--- src/inc/sqd_flow_regs.vh ---
// Register map, opcodes and field constants of the sequencer flow decoder
`ifndef SQD_FLOW_REGS_VH
`define SQD_FLOW_REGS_VH

// Register byte offsets (paddr[11:0])
`define SQD_OFF_CTRL      12'h000
`define SQD_OFF_STATUS    12'h004
`define SQD_OFF_PLEN      12'h008
`define SQD_OFF_IRQ_STAT  12'h00C
`define SQD_OFF_IRQ_MASK  12'h010
// Program memory window: paddr[11:8] == 4'h1, word index in paddr[7:2]
`define SQD_PROG_PAGE     4'h1

// Control register bits
`define SQD_CTRL_START    0
`define SQD_CTRL_HALT     1
`define SQD_CTRL_HOSTC    2

// Interrupt status and mask bits
`define SQD_IRQ_WAIT      0
`define SQD_IRQ_HALT      1
`define SQD_IRQ_W         2

// Opcode patterns
`define SQD_WAIT_MASK     8'hE0
`define SQD_WAIT_VAL      8'h80
`define SQD_OP_WCMP1      8'hB8
`define SQD_OP_WCMP2      8'hB9
`define SQD_OP_LABEL      8'hBB
`define SQD_RPT_MASK      8'hF0
`define SQD_RPT_VAL       8'hA0
`define SQD_SKIP_BIT      7

// Instruction fields: wait count, skip count, negate and condition
`define SQD_W_HI          4
`define SQD_S_HI          6
`define SQD_S_LO          4
`define SQD_NEG_BIT       3
`define SQD_C_HI          2

// Overflow count used when the wait field is zero
`define SQD_WAIT_ZERO_CNT 6'h20

// Condition codes
`define SQD_C_CCA         3'h0
`define SQD_C_SYNC        3'h1
`define SQD_C_HOST        3'h2
`define SQD_C_RSVD        3'h3
`define SQD_C_XZ          3'h4
`define SQD_C_YZ          3'h5
`define SQD_C_ZZ          3'h6
`define SQD_C_RSSI        3'h7

// Reset values
`define SQD_RST_PLEN      6'h00
`define SQD_RST_MASK      2'h0

`endif

--- src/sqd_flow.v ---
// Sequencer wait, loop and skip decoder with APB registers and program memory
//
// Behaviour
// [RL1] Opcode 0x80|W holds the PC until W timer overflows, then advances.
// [RL2] A wait field of zero waits for thirty-two overflows.
// [RL3] A finished timed wait sets the wait-done flag and moves on.
// [RL4] Opcode 0xB8 holds the PC until the next compare-one event.
// [RL5] Opcode 0xB9 holds the PC until the next compare-two event.
// [RL6] Opcode 0xBB records PC plus one as the loop start; the code records PC itself when PC equals plen_r minus one.
// [RL7] A label at the last memory location records its own address.
// [RL8] Only one loop start exists; each label overwrites it.
// [RL9] Repeat 0xA0|N|C jumps to the loop start when C xor N.
// [RL10] Repeat falls through when false or when no label was seen.
// [RL11] Negate inverts the chosen condition; codes select the radio, host and zero-flag sources.
// [RL12] Skip (bit 7 clear) advances PC by S plus one when true.
// [RL13] Skip with S zero and true condition re-executes itself.
// [RL14] A skip past the last instruction halts like a stop.
// [RL15] The reserved condition code reads false before negation.
// [RL16] The loop start is invalid after reset and after every restart.
//
// The placing of the registers and register access over APB were decided locally.
`timescale 1ns/10ps
`default_nettype none
`include "sqd_flow_regs.vh"

module sqd_flow #(
    parameter PW    = 5,
    parameter DEPTH = 32
) (
    // Clock and reset
    input  wire        ref_clk,
    input  wire        reset,
    // APB slave
    input  wire        psel,
    input  wire        penable,
    input  wire        pwrite,
    input  wire [11:0] paddr,
    input  wire [31:0] pwdata,
    output reg  [31:0] prdata,
    output reg         pready,
    output reg         pslverr,
    // MAC timer events, one-cycle pulses
    input  wire        timer_overflow,
    input  wire        timer_compare_one,
    input  wire        timer_compare_two,
    // Radio status and register zero flags
    input  wire        clear_channel,
    input  wire        frame_sync,
    input  wire        signal_strength_valid,
    input  wire        x_zero,
    input  wire        y_zero,
    input  wire        z_zero,
    // Sequencer state and hand-off of other opcodes
    output reg  [PW-1:0] pc_r,
    output reg           busy_r,
    output reg           other_op_vld_r,
    output reg  [7:0]    other_op_r,
    // Interrupt
    output reg           irq_r
);

    // Sequencer states
    localparam [2:0] ST_IDLE  = 3'h0;
    localparam [2:0] ST_EXEC  = 3'h1;
    localparam [2:0] ST_WOVF  = 3'h2;
    localparam [2:0] ST_WCMP1 = 3'h3;
    localparam [2:0] ST_WCMP2 = 3'h4;

    reg [7:0]             prog_mem [0:DEPTH-1];
    reg [2:0]             state_r;
    reg [2:0]             state_nxt;
    reg [PW-1:0]          pc_nxt;
    reg [5:0]             left_r;
    reg [5:0]             left_nxt;
    reg [PW-1:0]          label_r;
    reg [PW-1:0]          label_nxt;
    reg                   lvld_r;
    reg                   lvld_nxt;
    reg [PW:0]            plen_r;
    reg                   hostc_r;
    reg [`SQD_IRQ_W-1:0]  istat_r;
    reg [`SQD_IRQ_W-1:0]  imask_r;
    reg                   go;
    reg                   wait_done;
    reg                   halt_ev;
    reg                   oop_vld_nxt;
    reg [PW:0]            tgt;
    reg [31:0]            rd_nxt;
    reg                   rd_err;

    wire [7:0]  instr = prog_mem[pc_r];
    wire        cond_true;
    wire [PW:0] pc_ext = {1'b0, pc_r};
    wire [PW:0] last_idx = plen_r - {{PW{1'b0}}, 1'b1};

    // APB phases: one wait state, writes land on the pready edge
    wire apb_acc   = psel & penable;
    wire wr_commit = apb_acc & pready & pwrite;
    wire prog_hit  = (paddr[11:8] == `SQD_PROG_PAGE);
    wire wr_ctrl   = wr_commit & (paddr == `SQD_OFF_CTRL);
    wire start_req = wr_ctrl & pwdata[`SQD_CTRL_START];
    wire halt_req  = wr_ctrl & pwdata[`SQD_CTRL_HALT];
    wire [PW-1:0] prog_idx = paddr[PW+1:2];

    // Condition evaluation shared by repeat and skip
    sqd_cond u_cond (
        .code                  (instr[`SQD_C_HI:0]),
        .negate                (instr[`SQD_NEG_BIT]),
        .clear_channel         (clear_channel),
        .frame_sync            (frame_sync),
        .host_condition_bit    (hostc_r),
        .x_zero                (x_zero),
        .y_zero                (y_zero),
        .z_zero                (z_zero),
        .signal_strength_valid (signal_strength_valid),
        .cond_true             (cond_true)
    );

    // Instruction decode and sequencing
    always @* begin
        state_nxt   = state_r;
        pc_nxt      = pc_r;
        left_nxt    = left_r;
        label_nxt   = label_r;
        lvld_nxt    = lvld_r;
        go          = 1'b0;
        wait_done   = 1'b0;
        halt_ev     = 1'b0;
        oop_vld_nxt = 1'b0;
        tgt         = pc_ext + {{PW{1'b0}}, 1'b1};
        case (state_r)
            ST_IDLE: begin
                state_nxt = ST_IDLE;
            end
            ST_EXEC: begin
                if ((instr & `SQD_WAIT_MASK) == `SQD_WAIT_VAL) begin
                    // Overflows seen in the issue cycle are not counted
                    state_nxt = ST_WOVF;
                    if (instr[`SQD_W_HI:0] == 5'h00) begin
                        left_nxt = `SQD_WAIT_ZERO_CNT;                // [RL2]
                    end else begin
                        left_nxt = {1'b0, instr[`SQD_W_HI:0]};        // [RL1]
                    end
                end else if (instr == `SQD_OP_WCMP1) begin
                    state_nxt = ST_WCMP1;                             // [RL4]
                end else if (instr == `SQD_OP_WCMP2) begin
                    state_nxt = ST_WCMP2;                             // [RL5]
                end else if (instr == `SQD_OP_LABEL) begin
                    // A new label simply replaces the old one
                    lvld_nxt = 1'b1;                                  // [RL8]
                    if (pc_ext == last_idx || pc_ext == DEPTH - 1) begin
                        label_nxt = pc_r;                             // [RL7]
                    end else begin
                        label_nxt = pc_r + {{(PW-1){1'b0}}, 1'b1};    // [RL6]
                    end
                    go = 1'b1;
                end else if ((instr & `SQD_RPT_MASK) == `SQD_RPT_VAL) begin
                    if (cond_true && lvld_r) begin
                        pc_nxt = label_r;                             // [RL9]
                    end else begin
                        go = 1'b1;                                    // [RL10]
                    end
                end else if (!instr[`SQD_SKIP_BIT]) begin
                    if (cond_true) begin
                        if (instr[`SQD_S_HI:`SQD_S_LO] == 3'h0) begin
                            pc_nxt = pc_r;                            // [RL13]
                        end else begin
                            tgt = pc_ext
                                + {{(PW-2){1'b0}}, instr[`SQD_S_HI:`SQD_S_LO]}
                                + {{PW{1'b0}}, 1'b1};                 // [RL12]
                            go  = 1'b1;
                        end
                    end else begin
                        go = 1'b1;
                    end
                end else begin
                    // Opcodes of other units pass on as a pulse
                    oop_vld_nxt = 1'b1;
                    go          = 1'b1;
                end
            end
            ST_WOVF: begin
                if (timer_overflow) begin
                    if (left_r == 6'h01) begin
                        wait_done = 1'b1;                             // [RL3]
                        go        = 1'b1;                             // [RL1]
                    end else begin
                        left_nxt = left_r - 6'h01;                    // [RL1]
                    end
                end
            end
            ST_WCMP1: begin
                go = timer_compare_one;                               // [RL4]
            end
            ST_WCMP2: begin
                go = timer_compare_two;                               // [RL5]
            end
            default: begin
                state_nxt = ST_IDLE;
            end
        endcase
        // Leaving the program by any path ends execution
        if (go) begin
            if (tgt >= plen_r) begin
                state_nxt = ST_IDLE;                                  // [RL14]
                halt_ev   = 1'b1;
            end else begin
                state_nxt = ST_EXEC;
                pc_nxt    = tgt[PW-1:0];
            end
        end
        // Software control wins over the running program
        if (start_req) begin
            state_nxt = (plen_r != {(PW+1){1'b0}}) ? ST_EXEC : ST_IDLE;
            pc_nxt    = {PW{1'b0}};
            lvld_nxt  = 1'b0;                                         // [RL16]
            halt_ev   = 1'b0;
            wait_done = 1'b0;
        end else if (halt_req) begin
            state_nxt = ST_IDLE;
        end
    end

    // Sequencer registers
    always @(posedge ref_clk) begin
        if (reset) begin
            state_r        <= ST_IDLE;
            pc_r           <= {PW{1'b0}};
            left_r         <= 6'h00;
            label_r        <= {PW{1'b0}};
            lvld_r         <= 1'b0;                                   // [RL16]
            busy_r         <= 1'b0;
            other_op_vld_r <= 1'b0;
            other_op_r     <= 8'h00;
        end else begin
            state_r        <= state_nxt;
            pc_r           <= pc_nxt;
            left_r         <= left_nxt;
            label_r        <= label_nxt;
            lvld_r         <= lvld_nxt;
            busy_r         <= (state_nxt != ST_IDLE);
            other_op_vld_r <= oop_vld_nxt;
            other_op_r     <= oop_vld_nxt ? instr : other_op_r;
        end
    end

    // Program memory, no reset needed; out-of-range words are refused, not aliased
    always @(posedge ref_clk) begin
        if (wr_commit && prog_hit && !rd_err) begin
            prog_mem[prog_idx] <= pwdata[7:0];
        end
    end

    // Read mux, unmapped addresses and out-of-range words give an error
    always @* begin
        rd_nxt = 32'h0000_0000;
        rd_err = 1'b0;
        if (prog_hit) begin
            if (paddr[7:2] < DEPTH && paddr[1:0] == 2'h0) begin
                rd_nxt = {24'h00_0000, prog_mem[prog_idx]};
            end else begin
                rd_err = 1'b1;
            end
        end else begin
            case (paddr)
                `SQD_OFF_CTRL:     rd_nxt = {29'h0000_0000, hostc_r, 2'h0};
                `SQD_OFF_STATUS:   rd_nxt = {8'h00, {(8-PW){1'b0}}, label_r,
                                             4'h0, lvld_r, state_r,
                                             {(8-PW){1'b0}}, pc_r};
                `SQD_OFF_PLEN:     rd_nxt = {{(31-PW){1'b0}}, plen_r};
                `SQD_OFF_IRQ_STAT: rd_nxt = {30'h0000_0000, istat_r};
                `SQD_OFF_IRQ_MASK: rd_nxt = {30'h0000_0000, imask_r};
                default:           rd_err = 1'b1;
            endcase
        end
    end

    // APB answer: pready follows one cycle into the access phase
    always @(posedge ref_clk) begin
        if (reset) begin
            pready  <= 1'b0;
            pslverr <= 1'b0;
            prdata  <= 32'h0000_0000;
        end else begin
            pready  <= apb_acc & ~pready;
            pslverr <= apb_acc & ~pready & rd_err;
            if (apb_acc && !pready && !pwrite) begin
                prdata <= rd_nxt;
            end
        end
    end

    // Software registers
    always @(posedge ref_clk) begin
        if (reset) begin
            hostc_r <= 1'b0;
            plen_r  <= `SQD_RST_PLEN;
            imask_r <= `SQD_RST_MASK;
        end else begin
            if (wr_ctrl) begin
                hostc_r <= pwdata[`SQD_CTRL_HOSTC];
            end
            if (wr_commit && paddr == `SQD_OFF_PLEN) begin
                // Longer than the memory is clipped to the memory
                plen_r <= (pwdata > DEPTH) ? DEPTH[PW:0] : pwdata[PW:0];
            end
            if (wr_commit && paddr == `SQD_OFF_IRQ_MASK) begin
                imask_r <= pwdata[`SQD_IRQ_W-1:0];
            end
        end
    end

    // Sticky flags: a new event in the clearing cycle survives the clear
    always @(posedge ref_clk) begin
        if (reset) begin
            istat_r <= {`SQD_IRQ_W{1'b0}};
            irq_r   <= 1'b0;
        end else begin
            istat_r[`SQD_IRQ_WAIT] <= wait_done | (istat_r[`SQD_IRQ_WAIT]   // [RL3]
                & ~(wr_commit && paddr == `SQD_OFF_IRQ_STAT
                    && pwdata[`SQD_IRQ_WAIT]));
            istat_r[`SQD_IRQ_HALT] <= halt_ev | (istat_r[`SQD_IRQ_HALT]
                & ~(wr_commit && paddr == `SQD_OFF_IRQ_STAT
                    && pwdata[`SQD_IRQ_HALT]));
            irq_r <= |(istat_r & imask_r);
        end
    end

endmodule // sqd_flow
`default_nettype wire

--- src/sqd_cond.v ---
// Condition selector with negate for repeat and skip instructions
`timescale 1ns/10ps
`default_nettype none
`include "sqd_flow_regs.vh"

module sqd_cond (
    // Condition field
    input  wire [2:0] code,
    input  wire       negate,
    // Condition sources
    input  wire       clear_channel,
    input  wire       frame_sync,
    input  wire       host_condition_bit,
    input  wire       x_zero,
    input  wire       y_zero,
    input  wire       z_zero,
    input  wire       signal_strength_valid,
    // Result
    output reg        cond_true
);

    reg sel;

    // Pick the source, then apply negate
    always @* begin
        case (code)
            `SQD_C_CCA:  sel = clear_channel;                  // [RL11]
            `SQD_C_SYNC: sel = frame_sync;                     // [RL11]
            `SQD_C_HOST: sel = host_condition_bit;             // [RL11]
            `SQD_C_XZ:   sel = x_zero;                         // [RL11]
            `SQD_C_YZ:   sel = y_zero;                         // [RL11]
            `SQD_C_ZZ:   sel = z_zero;                         // [RL11]
            `SQD_C_RSSI: sel = signal_strength_valid;          // [RL11]
            default:     sel = 1'b0;                           // Reserved code [RL15]
        endcase
        cond_true = sel ^ negate;                              // [RL11]
    end

endmodule // sqd_cond
`default_nettype wire

--- config.mk ---
export PLATFORM = sky130hd
export DESIGN_NAME = sqd_flow
export DESIGN_NICKNAME = d
export VERILOG_FILES = /design/src/sqd_flow.v /design/src/sqd_cond.v
export VERILOG_INCLUDE_DIRS = /design/src /design/src/inc
export SDC_FILE = /design/constraint.sdc
export NUM_CORES = 1
export LEC_CHECK = 0
export BUFFER_PORTS_ARGS = -buffer_cell sky130_fd_sc_hd__buf_4
export CELL_PAD_IN_SITES_DETAIL_PLACEMENT = 0
export CELL_PAD_IN_SITES_GLOBAL_PLACEMENT = 1
export CORE_MARGIN = 2
export CORE_UTILIZATION = 30
export DETAILED_ROUTE_END_ITERATION = 7
export PLACE_DENSITY = 0.63
export SLEW_MARGIN = 5
export SYNTH_ARGS = -nofsm -noshare
export SYNTH_HDL_FRONTEND = slang
export SYNTH_HIERARCHICAL = 1
export SYNTH_SLANG_ARGS = --single-unit
--- constraint.sdc ---
create_clock -name ref_clk -period 6.2 [get_ports ref_clk]
set_input_delay 0.62 -clock ref_clk [delete_from_list [all_inputs] [get_ports ref_clk]]
set_output_delay 0.62 -clock ref_clk [all_outputs]
set_load 0.05 [all_outputs]
==> impl_metrics.py <==
metrics = {
    "synth": {
        "ys_ff_latch": 317,
        "yosys.area.top_type": "edfxtp_1",
        "yosysTopAreaCellShare_pct": 48.8,
        "yosysWarnings": 6,
        "synth_flop_cell": "edfxtp_1",
        "synth_seq_area_share_pct": 56.6,
        "syn_avg_cell_area_um2": 14.6,
        "synth-edff-count": 256,
        "synthDistinctLibCells": 72,
        "synth_cells": 1081,
        "syn_area_mm2": 0.0158,
        "synthArstFlopShare_pct": 0,
        "synth.area.top_cells": "edfxtp_1, mux4_2, dfxtp_1",
    },
    "detailed_routing": {
        "ant_nets": 0,
        "wl_per_cell_um": 25.1,
        "drt-total-wl_mm": 47.3,
        "drtIter0Drc": 1006,
        "via_per_inst": 5.48,
        "first_pass_iters": 7,
        "vias": 10300,
        "remaining_drc_errors": 0,
    },
    "timing": {
        "maxSlewViolCount": 0,
        "setup_violations": 0,
        "fin_skew_ns": 0.0366,
        "clock.fmax_mhz": 177,
        "rsz0062_at_grt": "false",
        "hold_viol": 0,
        "fin_crit_sh_pct": 91.0,
        "finalCriticalPeriod_ns": 5.64,
        "finalSetupTns_ns": 0,
        "max_slew.worst_pin.slew_ns": 1.24,
        "max_slew_margin_pct": 16.8,
    },
    "pwr": {
        "combPwrFrac_pct": 4.6,
        "p_int_mw": 3.58,
        "ir_drop_mv": 0.132,
        "power_frac_seq_pct": 49.9,
        "sw_frac_of_total_pct": 22.3,
        "p_per_area_mw_per_mm2": 252,
        "leakage_nw": 5.92,
        "p_switching_mw": 1.02,
        "clockPowerShare_pct": 45.5,
    },
    "flow_run": {
        "maxCapViolations": 0,
    },
    "cells_and_area": {
        "layout_commonest_cell": "edfxtp_1",
        "drive_above_1_share_pct": 26.1,
        "synthToLayoutAreaGrowth_pct": 15.9,
        "fin_cells": 1881,
        "design_area_mm2": 0.0183,
        "antenna_cells": 0,
        "seqCellArea_mm2": 0.00892,
        "layout.nets": 1249,
        "n_fill_cell": 4922,
        "final_cell_mix": "edfxtp_1, buf_4, mux4_2, nor2_1, nand2_1",
        "multi_input_area_mm2": 0.00632,
    },
    "worst_setup_path": {
        "crit_arrival_ns": 6.09,
        "crit_buf_inv": 0,
        "crit_fanout": 21,
        "path_delay_family": "simple AND/OR/NAND/NOR gates",
        "end_kind": "flip-flop",
        "cp_slowest_cell": "dfxtp_4",
        "cp_data_required_time_ns": 6.65,
        "timing.rr.start": "pc_r[0]",
        "r2r_slack_ns": 0.56,
        "crit_path_start_kind": "flip-flop",
        "r2r-end": "pc_r[0]",
        "crit_type": "reg -> reg",
        "cpMostUsedCell": "nand2b_1",
        "reg2reg_depth": 21,
        "path_cells": "mux4_2 > mux2i_1 > nor3b_1 > a31oi_1 > nand3_1 > nand2b_1 > mux4_2 > xnor2_1 > nand3_1 > a31o_2 > mux2_2 > ha_1 > nand2b_1 > a21o_1 > a21oi_1 > nor2b_1 > o21ai_0 > nand2b_1 > a21o_1 > or4_2 > o31ai_2",
        "cpPeakStageDelay_ns": 0.61,
    },
    "floorplanning": {
        "die_height_um": 233,
        "dieWidth_um": 233,
        "fp.coreArea_mm2": 0.0516,
        "fp-row-count": 83,
        "io_pins": 108,
        "die_area_mm2": 0.0543,
        "initial_core_util_pct": 30.5,
    },
    "clock_network": {
        "cts_buffers": 36,
        "cts_setup_buffers": 0,
        "cts_root_buffer": "clkbuf_16",
        "cts_resized": 0,
        "cts_hold_buf": 0,
        "clock_latency_ns": 0.57,
        "ctsLongestPathBuffers": 3,
        "clock_sinks": 317,
        "path_clk_slew_ns": 0.06,
        "htreeDepth": 2,
        "cts_tree": "yes",
    },
    "global_route": {
        "antenna_found_initial": 0,
        "gr-total-overflow": 0,
        "grt_max_degree": 54,
        "grt_pass1_vias": 10200,
        "grt_pass1_wl_mm": 69.3,
        "grtUsageTotal_pct": 17.4,
    },
    "worst_hold_path": {
        "worstHoldEndpoint": "pready",
        "hold_depth": 3,
        "hold_class": "in -> reg",
        "min_from": "penable",
    },
    "outcome": {
        "status": "finished, final reports clean",
    },
    "place": {
        "place_area_mm2": 0.0171,
        "gp_congestion": 0.863,
        "dp.cells": 1816,
        "dp_hpwl_mm": 33.3,
        "port-buffer-count": 92,
    },
}
## registers in the layout (all words and copies together), names as in the netlist
name / flops
busy_r: 1
hostc_r: 1
imask_r: 2
irq_r: 1
istat_r: 2
label_r: 5
left_r: 6
lvld_r: 1
other_op_r: 8
other_op_vld_r: 1
pc_r: 5
plen_r: 6
prdata: 17
pready: 1
prog_mem: 256
pslverr: 1
state_r: 3
## power by group through the flow
stage,registers (mW),clock network (mW),logic [mW]
after floorplan,2.35,0,0.120
after global placement,2.34,0,0.212
after detailed placement,2.34,0,0.213
after CTS,2.30,2.13,0.213
after global routing,2.30,2.22,0.228
final,2.30,2.09,0.213
## how the worst max path moves through the flow
stage	to	start	slack, ns	cells past startpoint
floorplan	pc_r[0]	pc_r[0]	0.30	24
global placement	pc_r[0]	pc_r[0]	0.53	18
detailed placement	pc_r[0]	pc_r[0]	0.55	18
CTS	pc_r[0]	pc_r[0]	0.47	21
global route	pc_r[0]	pc_r[0]	0.22	21
finish	pc_r[0]	pc_r[0]	0.56	21
## stage by stage
| stage | power [mW] | hold slack (ns) | utilization [%] | worst slack, ns |
|---|---|---|---|---|
| 3_5_place_dp | 2.56 | 0.462 | 33.1 | 0.550 |
| 4_1_cts | 4.64 | 0.348 | 35.4 | 0.469 |
| 3_3_place_gp | 2.55 | 0.453 | 33.1 | 0.530 |
| 5_1_grt | 4.75 | 0.373 | 35.4 | 0.219 |
| 2_1_floorplan | 2.47 | 0.445 | - | 0.302 |
| 6_report | 4.60 | 0.377 | 35.4 | 0.561 |
## Yosys cell counts (3+ instances only)
| library cell | number |
|---|---|
| edfxtp_1 | 256 |
| mux4_2 | 107 |
| nor2_1 | 96 |
| dfxtp_1 | 61 |
| nand2_1 | 61 |
| a22oi_1 | 51 |
| mux2i_1 | 49 |
| a21oi_1 | 26 |
| clkbuf_1 | 23 |
| inv_1 | 23 |
| nand3_1 | 22 |
| buf_4 | 20 |
| o21ai_0 | 18 |
| a211oi_1 | 17 |
| buf_1 | 17 |
| ha_1 | 16 |
| nor3_1 | 16 |
| mux2_2 | 14 |
| nand4_1 | 13 |
| nor4_1 | 13 |
| xnor2_1 | 12 |
| buf_6 | 11 |
| mux4_1 | 11 |
| a31oi_1 | 9 |
| buf_2 | 8 |
| nand2b_1 | 8 |
| nor2b_1 | 8 |
| a221oi_1 | 6 |
| or3_1 | 6 |
| a22o_1 | 5 |
| a311oi_1 | 5 |
| o211a_1 | 5 |
| and2_1 | 4 |
| and3_1 | 4 |
| nor3b_1 | 4 |
| xor2_1 | 4 |
| a21o_1 | 3 |
| nand3b_1 | 3 |
| or2_2 | 3 |
| or3_2 | 3 |
## layer usage
metal  track usage, %  up-vias  share of wire, %
met5                0        -                 0
met4             5.73        0               2.5
met3             3.54       78               7.9
met2             27.4      511                46
met1             24.1     5203                43
li1                 -     4515                 -
## kinds of logic after synthesis
| logic type | share of synthesized area [%] |
|---|---|
| buffers and inverters | 3.69 |
| AOI/OAI and AO/OA | 7.65 |
| adders and majority gates | 1.40 |
| muxes | 21.3 |
| xor gates and xnor gates | 0.890 |
| other | 0.0238 |
| DFF | 56.6 |
| and+or+nand+nor | 8.53 |
## cell type report
type / instances / share of cell area (%)
clock buffer: 50 / 5.63
multi-input combinational: 673 / 34.6
inverter: 24 / 0.493
tap: 680 / 4.66
timing repair buffer: 122 / 5.08
clock inverter: 15 / 0.699
sequential: 317 / 48.8
## worst reg2reg max path: stages, from the launching register on
cell	delay (ns)
dfxtp_4	0.61
mux4_2	0.57
mux2i_1	0.17
nor3b_1	0.08
a31oi_1	0.17
nand3_1	0.28
nand2b_1	0.25
mux4_2	0.46
xnor2_1	0.32
nand3_1	0.13
a31o_2	0.29
mux2_2	0.30
ha_1	0.27
nand2b_1	0.14
a21o_1	0.17
a21oi_1	0.15
nor2b_1	0.06
o21ai_0	0.14
nand2b_1	0.07
a21o_1	0.27
or4_2	0.58
o31ai_2	0.08
Power figures use the tool's default switching activity.
